==> src/pkg/mpci_defines.vh <==
// register map of the attached mac/pcs and init sequence constants
`ifndef MPCI_DEFINES_VH
`define MPCI_DEFINES_VH

// dword offsets of the mac register space
`define MPCI_CMD_CONFIG 8'h02
`define MPCI_MAC_ADDR_LOW 8'h03
`define MPCI_MAC_ADDR_HIGH 8'h04
`define MPCI_FRAME_LENGTH 8'h05
`define MPCI_PAUSE_QUANTA 8'h06
`define MPCI_RX_SECTION_EMPTY 8'h07
`define MPCI_RX_SECTION_FULL 8'h08
`define MPCI_TX_SECTION_EMPTY 8'h09
`define MPCI_TX_SECTION_FULL 8'h0A
`define MPCI_RX_ALMOST_EMPTY 8'h0B
`define MPCI_RX_ALMOST_FULL 8'h0C
`define MPCI_TX_ALMOST_EMPTY 8'h0D
`define MPCI_TX_ALMOST_FULL 8'h0E
`define MPCI_PHY_WINDOW_ADDRESS 8'h0F
`define MPCI_TX_IPG_LENGTH 8'h17
// external phy registers 0..31 appear at 0x80..0x9F
`define MPCI_PHY_WINDOW_BASE 8'h80
// pcs register block base and its word offsets
`define MPCI_PCS_BASE 8'hA0
`define MPCI_PCS_CONTROL 8'h00
`define MPCI_LINK_TIMER_LOW 8'h12
`define MPCI_LINK_TIMER_HIGH 8'h13
`define MPCI_PCS_INTERFACE_SELECT 8'h14

// command configuration values and fields
`define MPCI_CMD_BASE 32'h00800220
`define MPCI_CMD_DISABLE 32'h00802220
`define MPCI_CMD_PATH_MASK 32'h00000003
`define MPCI_CMD_SOFT_RESET 32'h00002000
`define MPCI_CMD_HALF_DUPLEX_BIT 10

// pcs interface select fields
`define MPCI_IFS_SERIAL_GMII_BIT 0
`define MPCI_IFS_USE_NEG_BIT 1
`define MPCI_IFS_SPEED_LSB 2
`define MPCI_IFS_HALF_DUPLEX_BIT 4
`define MPCI_IFS_ROLE_BIT 5

// pcs control values
`define MPCI_PCS_AN_ENABLE 32'h00001140
`define MPCI_PCS_AN_RESET 32'h00009140
`define MPCI_PCS_RESET_MASK 32'h00008000

// link timer 1.6 ms
`define MPCI_LINK_TIMER_LOW_VAL 32'h00000D40
`define MPCI_LINK_TIMER_HIGH_VAL 32'h00000003

// fifo and frame settings
`define MPCI_SECTION_MARGIN 16
`define MPCI_CUT_THROUGH_LEVEL 32'h00000010
`define MPCI_STORE_FORWARD_LEVEL 32'h00000000
`define MPCI_TX_ALMOST_FULL_VAL 32'h00000003
`define MPCI_ALMOST_LEVEL_VAL 32'h00000008
`define MPCI_FRAME_LENGTH_VAL 32'h000005EE // 1518 bytes
`define MPCI_TX_IPG_VAL 32'h0000000C // 12 bytes
`define MPCI_PAUSE_QUANTA_VAL 32'h0000FFFF

// sequence length and step kinds
`define MPCI_LAST_STEP 5'h1A
`define MPCI_OP_WRITE 1'b0
`define MPCI_OP_POLL 1'b1

`endif

==> src/rtl/mpci_init_ctrl.v <==
// host sequencer that initialises a tri-speed mac with serial gmii pcs
`timescale 1ns/1ns
`include "mpci_defines.vh"

////////////////////////////////////////////////////////////////////////////
// Contract
// RQ1 - interface select bit 0 chooses serial gmii, clear means gigabit x mode
// RQ2 - bit 1 set makes the pcs follow partner abilities after negotiation
// RQ3 - with bit 1 clear, software writes forced speed and duplex fields
// RQ4 - forced speed at bits 3:2: 00 10M, 01 100M, 10 1G, 11 reserved
// RQ5 - forced speed ignored unless serial gmii on and negotiation config off
// RQ6 - bit 4 gives half duplex at 10/100 in forced serial gmii only
// RQ7 - bit 5 picks phy side when 1, mac side when 0; resets to 0
// RQ8 - clear transmit and receive enables, poll zero before mac changes
// RQ9 - section empty depth minus 16, almost levels 3 and 8
// RQ10 - section full 16 gives cut through, 0 gives store and forward
// RQ11 - address bytes 0..3 in low register, bytes 4..5 in high low half
// RQ12 - frame length 1518, gap 12, pause quanta FFFF
// RQ13 - command word selects 100M full duplex, pad/crc strip, address insert
// RQ14 - soft reset after speed change, poll until device clears it
// RQ15 - set both path enables and poll until both read one
// RQ16 - link timer 1.6 ms: 0D40 at offset 12h and 03 at 13h
// RQ17 - negotiated serial gmii writes 0003 to interface select; the code also writes the user forced fields and role bit 5 there
// RQ18 - pcs control 1140 enables negotiation; bits 6, 8, 13 read only
// RQ19 - pcs control 9140 soft resets; poll until reset bit clears
// RQ20 - phy registers 0..31 reached through dword window 80h..9Fh
// RQ21 - half duplex reported sets command bit 10
// RQ22 - interface select bits 15:6 reserved, read zero, written zero
module mpci_init_ctrl #(
  parameter FIFO_DEPTH = 2048,
  parameter [4:0] PHY_ADDRESS = 5'h0A,
  // station address, value arbitrary; first byte sits in bits 47:40
  parameter [47:0] STATION_ADDRESS = 48'h02_00_00_00_00_01,
  parameter CUT_THROUGH = 1,
  parameter [15:0] POLL_LIMIT = 16'hFFFF
) (
  input wire clock,
  input wire reset_n,
  // user side: whole init sequence
  input wire start,
  input wire serialGmiiSelect,
  input wire useNegotiatedConfig,
  input wire [1:0] forcedSpeed,
  input wire forcedHalfDuplex,
  input wire negotiationRole,
  input wire halfDuplexEnable,
  output wire busy,
  output reg initDone_r,
  output reg initError_r,
  // user side: single phy register access through the window
  input wire phyReq,
  input wire phyWrite,
  input wire [4:0] phyReg,
  input wire [15:0] phyWData,
  output reg [15:0] phyRData_r,
  output reg phyAck_r,
  // device register port
  output reg [7:0] regAddress_r,
  output reg regWrite_r,
  output reg regRead_r,
  output reg [31:0] regWriteData_r,
  input wire [31:0] regReadData,
  input wire regWaitRequest
);

  localparam [1:0] ST_IDLE = 2'h0;
  localparam [1:0] ST_LOAD = 2'h1;
  localparam [1:0] ST_XFER = 2'h2;
  localparam [1:0] ST_PHY = 2'h3;

  localparam [31:0] SECTION_EMPTY = FIFO_DEPTH - `MPCI_SECTION_MARGIN;
  localparam [31:0] SECTION_FULL = (CUT_THROUGH != 0) ?
    `MPCI_CUT_THROUGH_LEVEL : `MPCI_STORE_FORWARD_LEVEL;
  // first byte in the lowest lane of the low register
  localparam [31:0] MAC_LOW_VAL = {STATION_ADDRESS[23:16],
    STATION_ADDRESS[31:24], STATION_ADDRESS[39:32], STATION_ADDRESS[47:40]};
  localparam [31:0] MAC_HIGH_VAL = {16'h0000, STATION_ADDRESS[7:0],
    STATION_ADDRESS[15:8]};

  reg [1:0] state_r;
  reg [4:0] stepIdx_r;
  reg [15:0] pollCnt_r;
  reg stepOp;
  reg [7:0] stepAddr;
  reg [31:0] stepData;
  reg [31:0] stepMask;
  wire [31:0] cmdWord;
  wire [31:0] ifSelWord;
  wire pollMiss;

  ////////////////////////////////////////////////////////////////////////////
  // composed register words

  // pcs must stay at speed/ena10 zero; only half duplex is user steered
  assign cmdWord = `MPCI_CMD_BASE |
    ({31'h0, halfDuplexEnable} << `MPCI_CMD_HALF_DUPLEX_BIT); // RQ21

  // reserved bits stay zero; forced fields always written so the pcs
  // configuration is defined even when it ignores them
  assign ifSelWord = {26'h0, // RQ22
    negotiationRole, // RQ7
    forcedHalfDuplex, // RQ6
    forcedSpeed, // RQ4 RQ5 RQ3
    useNegotiatedConfig, // RQ2 RQ17
    serialGmiiSelect}; // RQ1

  ////////////////////////////////////////////////////////////////////////////
  // sequence table: one write or poll per step

  always @* begin
    stepOp = `MPCI_OP_WRITE;
    stepAddr = 8'h00;
    stepData = 32'h00000000;
    stepMask = 32'h00000000;
    case (stepIdx_r)
      5'd0: begin
        stepAddr = `MPCI_PHY_WINDOW_ADDRESS; // RQ20
        stepData = {27'h0, PHY_ADDRESS};
      end
      5'd1: begin
        stepAddr = `MPCI_PCS_BASE + `MPCI_LINK_TIMER_LOW;
        stepData = `MPCI_LINK_TIMER_LOW_VAL; // RQ16
      end
      5'd2: begin
        stepAddr = `MPCI_PCS_BASE + `MPCI_LINK_TIMER_HIGH;
        stepData = `MPCI_LINK_TIMER_HIGH_VAL; // RQ16
      end
      5'd3: begin
        stepAddr = `MPCI_PCS_BASE + `MPCI_PCS_INTERFACE_SELECT;
        stepData = ifSelWord; // RQ17
      end
      5'd4: begin
        stepAddr = `MPCI_PCS_BASE + `MPCI_PCS_CONTROL;
        stepData = `MPCI_PCS_AN_ENABLE; // RQ18
      end
      5'd5: begin
        stepAddr = `MPCI_PCS_BASE + `MPCI_PCS_CONTROL;
        stepData = `MPCI_PCS_AN_RESET; // RQ19
      end
      5'd6: begin
        stepOp = `MPCI_OP_POLL;
        stepAddr = `MPCI_PCS_BASE + `MPCI_PCS_CONTROL;
        stepMask = `MPCI_PCS_RESET_MASK; // RQ19
      end
      5'd7: begin
        stepAddr = `MPCI_CMD_CONFIG;
        stepData = `MPCI_CMD_DISABLE; // RQ8
      end
      5'd8: begin
        stepOp = `MPCI_OP_POLL;
        stepAddr = `MPCI_CMD_CONFIG;
        stepMask = `MPCI_CMD_PATH_MASK; // RQ8
      end
      5'd9: begin
        stepAddr = `MPCI_TX_SECTION_EMPTY;
        stepData = SECTION_EMPTY; // RQ9
      end
      5'd10: begin
        stepAddr = `MPCI_TX_ALMOST_FULL;
        stepData = `MPCI_TX_ALMOST_FULL_VAL; // RQ9
      end
      5'd11: begin
        stepAddr = `MPCI_TX_ALMOST_EMPTY;
        stepData = `MPCI_ALMOST_LEVEL_VAL; // RQ9
      end
      5'd12: begin
        stepAddr = `MPCI_RX_SECTION_EMPTY;
        stepData = SECTION_EMPTY; // RQ9
      end
      5'd13: begin
        stepAddr = `MPCI_RX_ALMOST_FULL;
        stepData = `MPCI_ALMOST_LEVEL_VAL; // RQ9
      end
      5'd14: begin
        stepAddr = `MPCI_RX_ALMOST_EMPTY;
        stepData = `MPCI_ALMOST_LEVEL_VAL; // RQ9
      end
      5'd15: begin
        stepAddr = `MPCI_TX_SECTION_FULL;
        stepData = SECTION_FULL; // RQ10
      end
      5'd16: begin
        stepAddr = `MPCI_RX_SECTION_FULL;
        stepData = SECTION_FULL; // RQ10
      end
      5'd17: begin
        stepAddr = `MPCI_MAC_ADDR_LOW;
        stepData = MAC_LOW_VAL; // RQ11
      end
      5'd18: begin
        stepAddr = `MPCI_MAC_ADDR_HIGH;
        stepData = MAC_HIGH_VAL; // RQ11
      end
      5'd19: begin
        stepAddr = `MPCI_FRAME_LENGTH;
        stepData = `MPCI_FRAME_LENGTH_VAL; // RQ12
      end
      5'd20: begin
        stepAddr = `MPCI_TX_IPG_LENGTH;
        stepData = `MPCI_TX_IPG_VAL; // RQ12
      end
      5'd21: begin
        stepAddr = `MPCI_PAUSE_QUANTA;
        stepData = `MPCI_PAUSE_QUANTA_VAL; // RQ12
      end
      5'd22: begin
        stepAddr = `MPCI_CMD_CONFIG;
        stepData = cmdWord; // RQ13
      end
      5'd23: begin
        stepAddr = `MPCI_CMD_CONFIG;
        stepData = cmdWord | `MPCI_CMD_SOFT_RESET; // RQ14
      end
      5'd24: begin
        stepOp = `MPCI_OP_POLL;
        stepAddr = `MPCI_CMD_CONFIG;
        stepMask = `MPCI_CMD_SOFT_RESET; // RQ14
      end
      5'd25: begin
        stepAddr = `MPCI_CMD_CONFIG;
        stepData = cmdWord | `MPCI_CMD_PATH_MASK; // RQ15
      end
      default: begin
        stepOp = `MPCI_OP_POLL;
        stepAddr = `MPCI_CMD_CONFIG;
        stepMask = `MPCI_CMD_PATH_MASK;
        stepData = `MPCI_CMD_PATH_MASK; // RQ15
      end
    endcase
  end

  // a poll passes when the masked read equals the expected pattern
  assign pollMiss = (stepOp == `MPCI_OP_POLL) &&
    ((regReadData & stepMask) != stepData);
  assign busy = (state_r != ST_IDLE);

  ////////////////////////////////////////////////////////////////////////////
  // sequencer and register port

  // strobes hold until the device drops wait request
  always @(posedge clock or negedge reset_n) begin
    if (!reset_n) begin
      state_r <= ST_IDLE;
      stepIdx_r <= 5'd0;
      pollCnt_r <= 16'h0000;
      initDone_r <= 1'b0;
      initError_r <= 1'b0;
      phyRData_r <= 16'h0000;
      phyAck_r <= 1'b0;
      regAddress_r <= 8'h00;
      regWrite_r <= 1'b0;
      regRead_r <= 1'b0;
      regWriteData_r <= 32'h00000000;
    end else begin
      phyAck_r <= 1'b0;
      case (state_r)
        ST_IDLE: begin
          if (start) begin
            stepIdx_r <= 5'd0;
            pollCnt_r <= 16'h0000;
            initDone_r <= 1'b0;
            initError_r <= 1'b0;
            state_r <= ST_LOAD;
          end else if (phyReq) begin
            // window offset picks the phy register number
            regAddress_r <= `MPCI_PHY_WINDOW_BASE | {3'b000, phyReg}; // RQ20
            regWrite_r <= phyWrite;
            regRead_r <= ~phyWrite;
            regWriteData_r <= {16'h0000, phyWData};
            state_r <= ST_PHY;
          end
        end
        ST_LOAD: begin
          regAddress_r <= stepAddr;
          regWrite_r <= (stepOp == `MPCI_OP_WRITE);
          regRead_r <= (stepOp == `MPCI_OP_POLL);
          regWriteData_r <= stepData;
          state_r <= ST_XFER;
        end
        ST_XFER: begin
          if (!regWaitRequest) begin
            regWrite_r <= 1'b0;
            regRead_r <= 1'b0;
            if (pollMiss) begin
              // bounded polling so a dead device cannot hang the host
              if (pollCnt_r == POLL_LIMIT) begin
                initError_r <= 1'b1;
                state_r <= ST_IDLE;
              end else begin
                pollCnt_r <= pollCnt_r + 16'h0001;
                state_r <= ST_LOAD;
              end
            end else if (stepIdx_r == `MPCI_LAST_STEP) begin
              initDone_r <= 1'b1;
              state_r <= ST_IDLE;
            end else begin
              stepIdx_r <= stepIdx_r + 5'd1;
              pollCnt_r <= 16'h0000;
              state_r <= ST_LOAD;
            end
          end
        end
        default: begin
          if (!regWaitRequest) begin
            regWrite_r <= 1'b0;
            regRead_r <= 1'b0;
            phyRData_r <= regReadData[15:0];
            phyAck_r <= 1'b1;
            state_r <= ST_IDLE;
          end
        end
      endcase
    end
  end

endmodule

==> config.mk <==
export PLATFORM = sky130hd
export DESIGN_NAME = mpci_init_ctrl
export DESIGN_NICKNAME = d
export VERILOG_FILES = /design/src/rtl/mpci_init_ctrl.v
export VERILOG_INCLUDE_DIRS = /design/src /design/src/pkg
export SDC_FILE = /design/constraint.sdc
export NUM_CORES = 1
export LEC_CHECK = 0
export ABC_AREA = 1
export BUFFER_PORTS_ARGS = -buffer_cell sky130_fd_sc_hd__buf_2
export CAP_MARGIN = 20
export CORE_MARGIN = 4
export CORE_UTILIZATION = 30
export CTS_BUF_LIST = sky130_fd_sc_hd__clkbuf_2 sky130_fd_sc_hd__clkbuf_4 sky130_fd_sc_hd__clkbuf_8
export DETAILED_ROUTE_END_ITERATION = 8
export PLACE_DENSITY = 0.62
export SYNTH_ARGS = -nofsm -noshare
export SYNTH_HDL_FRONTEND = slang
export SYNTH_SLANG_ARGS = --single-unit
==> constraint.sdc <==
create_clock -name clock -period 4.35 [get_ports clock]
set_clock_uncertainty 0.05 [all_clocks]
set_input_delay 0.435 -clock clock [delete_from_list [all_inputs] [get_ports clock]]
set_output_delay 0.435 -clock clock [all_outputs]
set_load 0.02 [all_outputs]
After elaboration in Yosys (flattened, before gate mapping)
Index checks and enable logic that the tools add are counted.
{"block": "op_classes", "add_sub_neg": 2, "mul": 0, "div": 0, "magnitude_cmp": 0, "n_eq_ne": 43, "shift": 0, "mux": 47, "bitwise": 4, "n_reduce_logical": 21}
{"cell": "one-hot mux 24 bit (18 select lines)", "count": 1}
{"cell": "one-hot mux 8 bit (18 select lines)", "count": 1}
{"cell": "2-to-1 mux 16 bit", "count": 5}
{"cell": "2-to-1 mux 32 bit", "count": 2}
{"cell": "one-hot mux 32 bit (2 select lines)", "count": 1}
{"cell": "equality test 5 bit (second input constant)", "count": 11}
{"cell": "one-hot mux 16 bit (3 select lines)", "count": 1}
{"cell": "equality test 5 x 4 -> 1 bit (second input constant)", "count": 8}
{"cell": "AND 32 bit", "count": 1}
{"cell": "!= test 32 bit", "count": 1}
{"cell": "one-hot mux 16 bit (2 select lines)", "count": 1}
{"cell": "OR reduction 23 bit", "count": 1}
{"cell": "equality test 5 x 3 -> 1 bit (second input constant)", "count": 4}
{"cell": "2-to-1 mux 5 bit", "count": 4}
{"cell": "AND reduction 5 bit", "count": 4}
{"cell": "!= test 2 bit (second input constant)", "count": 9}
{"cell": "2-to-1 mux 1 bit", "count": 17}
{"cell": "adder 16 x 1 -> 16 bit (second input constant)", "count": 1}
{"cell": "equality test 16 bit (second input constant)", "count": 1}
{"cell": "2-to-1 mux 8 bit", "count": 2}
{"cell": "one-hot mux 8 bit (2 select lines)", "count": 1}
{"cell": "OR reduction 3 bit", "count": 4}
{"cell": "equality test 5 x 2 -> 1 bit (second input constant)", "count": 2}
{"cell": "2-to-1 mux 2 bit", "count": 5}
{"cell": "other kinds (17)", "count": 29}
{"block": "totals", "reg_bits": 84, "latchBits": 0, "ram_bits": 0, "mem_bits_ro": 0, "input_bits": 66, "n_memories": 0}

Longest topological paths before layout
{"block": "logic_depth", "word_depth": 9, "mapped_depth": 24}

Worst setup path before layout
No wires, ideal clock.
{"block": "synth_path", "kind": "register to register", "from": "register stepIdx_r[0]", "to": "register pollCnt_r[0]", "setup_ns": 0.117, "arrival_ns": 2.419, "required_ns": 4.183, "slack_ns": 1.765, "stages_incl_launch_ff": 23, "path_buffers": 2, "period_less_slack_ns": 2.585, "cell_sequence": "dfrtp_1 > ha_1 > buf_2 > inv_1 > nor2_1 > ha_1 > inv_1 > nand2_1 > nor2_1 > nand2_1 > nor2_1 > nand2_1 > nand2_1 > nand3_1 > nand2_1 > nand3_2 > nand2_1 > nand2_1 > nand2_2 > nand2_4 > buf_2 > nand3_1 > nand2_1"}
{"block": "synth_between", "elab_chain_cells": 9, "word_cells_on_any_way": 44, "cone_classes": "29 x eq/ne; 6 x mux; 1 x bitwise; 8 x reduce/logical"}
{"item": "start: declaration", "line": "mpci_init_ctrl.v:81", "rtl": "reg [4:0] stepIdx_r;"}
{"item": "start signal: assignment", "line": "mpci_init_ctrl.v:297", "rtl": "stepIdx_r <= stepIdx_r + 5'd1;"}
{"item": "equality test 5 bit, or another cell as far along", "line": "mpci_init_ctrl.v:115", "rtl": "case (stepIdx_r)"}
{"item": "OR reduction 23 bit (no line)"}
{"item": "one-hot mux 16 bit (3 select lines)", "line": "mpci_init_ctrl.v:115"}
{"item": "AND 32 bit", "line": "mpci_init_ctrl.v:234", "rtl": "((regReadData & stepMask) != stepData);"}
{"item": "!= test 32 bit", "line": "mpci_init_ctrl.v:234"}
{"item": "logical AND 1 bit", "line": "mpci_init_ctrl.v:233", "rtl": "assign pollMiss = (stepOp == `MPCI_OP_POLL) &&"}
{"item": "2-to-1 mux 16 bit", "line": "mpci_init_ctrl.v:284", "rtl": "if (pollMiss) begin"}
{"item": "2-to-1 mux 16 bit", "line": "mpci_init_ctrl.v:281", "rtl": "if (!regWaitRequest) begin"}
{"item": "one-hot mux 16 bit (2 select lines)", "line": "mpci_init_ctrl.v:256", "rtl": "case (state_r)"}
{"item": "end signal: assignment", "line": "mpci_init_ctrl.v:290", "rtl": "pollCnt_r <= pollCnt_r + 16'h0001;"}
{"item": "end: declaration", "line": "mpci_init_ctrl.v:82", "rtl": "reg [15:0] pollCnt_r;"}
Parallel ways exist; a longest one is shown, timed or not. The select of a mux whose other input is x is not followed.
A chain may end at the register's enable or synchronous reset.

Final worst setup path
{"block": "layout_path", "from": "register stepIdx_r[4]", "to": "register stepIdx_r[1]"}
{"block": "layout_between", "elab_chain_cells": 8, "word_cells_on_any_way": 41, "cone_classes": "29 x eq/ne; 3 x mux; 1 x bitwise; 8 x reduce/logical"}
{"item": "equality test 5 bit, or another cell as far along", "line": "mpci_init_ctrl.v:115"}
{"item": "OR reduction 23 bit (no line)"}
{"item": "one-hot mux 16 bit (3 select lines)", "line": "mpci_init_ctrl.v:115"}
{"item": "AND 32 bit", "line": "mpci_init_ctrl.v:234"}
{"item": "!= test 32 bit", "line": "mpci_init_ctrl.v:234"}
{"item": "logical AND 1 bit", "line": "mpci_init_ctrl.v:233"}
{"item": "!= test 2 bit (no line)"}
{"item": "AND reduction 5 bit (no line) (*)"}
Every way passes the cells marked *; elsewhere a longest branch is shown, timed or not.

==> impl_metrics.csv <==
group,metric,value,unit
outcome,status,"completed",
detailed_routing,drt_wl_total,11900,um
detailed_routing,drc,0,
clock_tree,cts_made_buffers,9,
flow_run,maxCapViolCount,0,
sta,min_period_over_period,75.2,%
sta,maxSlewHeadroom,39.5,%
grt,grt_overflow,0,
worst_setup_path,cp_slowest_stage_delay,0.68,ns
worst_setup_path,crit_start,"stepIdx_r[4]",
sta,slew_violations,0,
grt,grt_usage,14.6,%
detailed_routing,vias_per_cell,4.64,
power,cellPowerDensity,611,nW/um^2
finish,nFillCells,1503,
die,die_x,127,um
die,start_util,30.6,%
power,power_frac_clock,18.1,%
power,cellInternalPower,0.00158,W
die,rows,43,
synthesis,ys_seq_area_share,40.0,%
clock_tree,cts_max_level,3,
power,sequentialPowerShare,31.9,%
detailed_routing,drt_iter0_drc,286,
worst_setup_path,cp_max_fo,17,
grt,antenna_found_initial,0,
grt,grt_max_degree,39,
power,netSwitchingPower,0.00149,W
synthesis,synth_area_per_cell,7.07,sq um
synthesis,synth_area,4250,sq um
worst_setup_path,crit_path_frequent_cell,"nand2_1",
detailed_routing,vias,4068,
grt,grt_first_pass_wirelength,19300,um
die,die_h,127,um
place,place_area,4820,sq um
power,p_comb_share,50.1,%
clock_tree,cts_max_path_buffers,2,
place,dp_hpwl,8920,um
clock_tree,clk_latency,0.36,ns
synthesis,ys_ff_latch,68,
worst_setup_path,crit_required,4.54,ns
detailed_routing,first_pass_iters,7,
power,p_leak,2.62,nW
die,coreArea,13900,sq um
sta,tns,0,ns
clock_tree,cts_sinks,68,
finish,n_antenna_cell,0,
worst_setup_path,worstSetupPathType,"register to register",
clock_tree,cts_resized,0,
finish,finalNetCount,763,
power,swShare,48.5,%
clock_tree,cts_hold_buf,0,
sta,final_hold_viol_count,0,
worst_setup_path,slowest_stage,"dfrtp_1",
sta,rsz0062_at_grt,"false",
worst_hold_path,hold_class,"input port to async pin",
worst_setup_path,crit_buf_inv,4,
finish,drive_above_1_share,20.8,%
worst_setup_path,start_kind,"register",
place,port_buffers,95,
clock_tree,cts_setup_buffers,0,
worst_setup_path,cp.arrival,3.46,ns
clock_tree,cts_tree,"yes",
worst_setup_path,cp_top_family,"simple AND/OR/NAND/NOR gates",
die,ios,128,
synthesis,ys_types,42,
clock_tree,cts.clk_slew.worst_paths,0.09,ns
worst_setup_path,critical_path_cell_count,18,
worst_setup_path,reg2regPathDepth,18,
die,floorplan.die_area,16100,sq um
place,globalplace.congestion,0.962,
synthesis,netlist_instances,601,
finish,area_growth,18.3,%
clock_tree,cts-root-buf,"clkbuf_8",
synthesis,yosysWarnings,0,
grt,grt_pass1_vias,3836,
sta,tightestPinTransition,0.908,ns
worst_setup_path,worstPathCellList,"inv_2 > ha_1 > inv_1 > nand2_1 > nor2_1 > nand2_1 > nor2_1 > nand2_1 > nand2_1 > inv_1 > nand2_1 > nand2_1 > nand3_2 > nand3_2 > nand2_1 > inv_1 > nand3_1 > o21ai_0",
worst_setup_path,worstSetupEndpointType,"register",
sta,setup_viol,0,
worst_setup_path,r2r-start,"stepIdx_r[4]",
detailed_routing,final_antenna_net_count,0,
sta,post-route-min-period,3.27,ns
power,peakVddDrop,0.164,mV
sta,fmax,306,MHz
finish,fin_area,5030,sq um
detailed_routing,post_drt_wl_per_cell,13.5,um
[state kept, by name, indices dropped and copies added (netlist names)]
register and flops:
regWriteData_r 17, phyRData_r 16, pollCnt_r 16, regAddress_r 7, stepIdx_r 5, state_r 2
initDone_r 1, initError_r 1, phyAck_r 1, regRead_r 1, regWrite_r 1
[cells by family after synthesis]
group	synth area share, %
XOR/XNOR	2.47
multiplexers	0.501
adder cells (fa/ha/maj)	1.77
flip-flops	40.0
other	0.0883
AO/OA/AOI/OAI	8.80
buffers and inverters	9.69
AND/OR/NAND/NOR	36.6
[synthesized netlist by cell type, drive strengths merged]
library cell | number | share of area, %
a22oi | 1 | 0.18
conb | 1 | 0.088
inv | 49 | 4.3
or2 | 1 | 0.15
a22o | 1 | 0.21
nor4 | 2 | 0.29
mux2i | 1 | 0.24
xor2 | 8 | 1.6
nor2 | 98 | 9.2
dfrtp | 68 | 40
ha | 6 | 1.8
mux2 | 1 | 0.26
clkinv | 2 | 0.18
nand2 | 181 | 17
nand4 | 9 | 1.3
nor3 | 9 | 1.4
o22ai | 1 | 0.29
xnor2 | 4 | 0.82
clkbuf | 9 | 0.79
a211oi | 1 | 0.18
o211ai | 6 | 1.2
and3 | 1 | 0.15
nand3 | 59 | 7.3
buf | 26 | 4.4
nor3b | 1 | 0.18
a21oi | 15 | 1.8
a31oi | 1 | 0.15
o21ai | 36 | 4.2
o41ai | 1 | 0.21
o311ai | 1 | 0.21
o221ai | 1 | 0.21
[routing by layer]
layer	vias up	share of wire, %	track usage (%)
met4	0	2.0	4.61
met3	15	7.5	3.55
met2	139	44	22.1
met1	1833	46	20.7
met5	-	0	0
li1	2081	-	-
[through the flow]
stage	total power [W]	util, %	setup slack [ns]	std cells	hold WS (ns)
2_1_floorplan	0.00205	-	1.76	616	0.0894
3_3_place_gp	0.00251	34.7	1.14	860	0.401
3_5_place_dp	0.00253	34.7	1.15	860	0.405
4_1_cts	0.00310	36.2	1.13	876	0.158
5_1_grt	0.00332	36.2	0.784	876	0.205
6_report	0.00307	36.2	1.08	876	0.141
[cell usage in the layout (no fill, tap or decap), types with 8 or more instances in the layout]
cell      instances
buf_2            95
clkbuf_8          9
xor2_1            8
nand4_1           9
nor2_1           91
o21ai_0          36
inv_1            44
conb_1           16
nand2_1         174
nand3_1          56
a21oi_1          15
dfrtp_1          68
[power by group through the flow]
stage | Sequential, W | Combinational, W | Clock (W)
after CTS | 0.000979 | 0.00155 | 0.000570
final | 0.000979 | 0.00154 | 0.000555
after global routing | 0.00101 | 0.00172 | 0.000596
after global placement | 0.000984 | 0.00153 | 0
after floorplan | 0.00119 | 0.000866 | 0
after detailed placement | 0.000991 | 0.00154 | 0
[final timing paths]
kind | end | slack, ns
setup / recovery | stepIdx_r[1] | 1.08
setup reg to reg | stepIdx_r[1] | 1.08
hold / removal | phyRData_r[9] | 0.14
max in group asynchronous | regWriteData_r[3] | 3.19
hold reg to reg | phyRData_r[13] | 0.42
min in group clock | phyRData_r[9] | 0.21
[area by class of cell]
cell class	instances	area, sq um	share of cell area, %
repair buffers	99	505	10.1
multi-input cells	462	2200	43.7
clock inverters	7	83.8	1.67
inverters	51	191	3.81
flip-flops and latches	68	1700	33.8
clock buffers	9	124	2.46
well taps	180	225	4.48
Note: power is estimated with default switching activity, not from simulation.
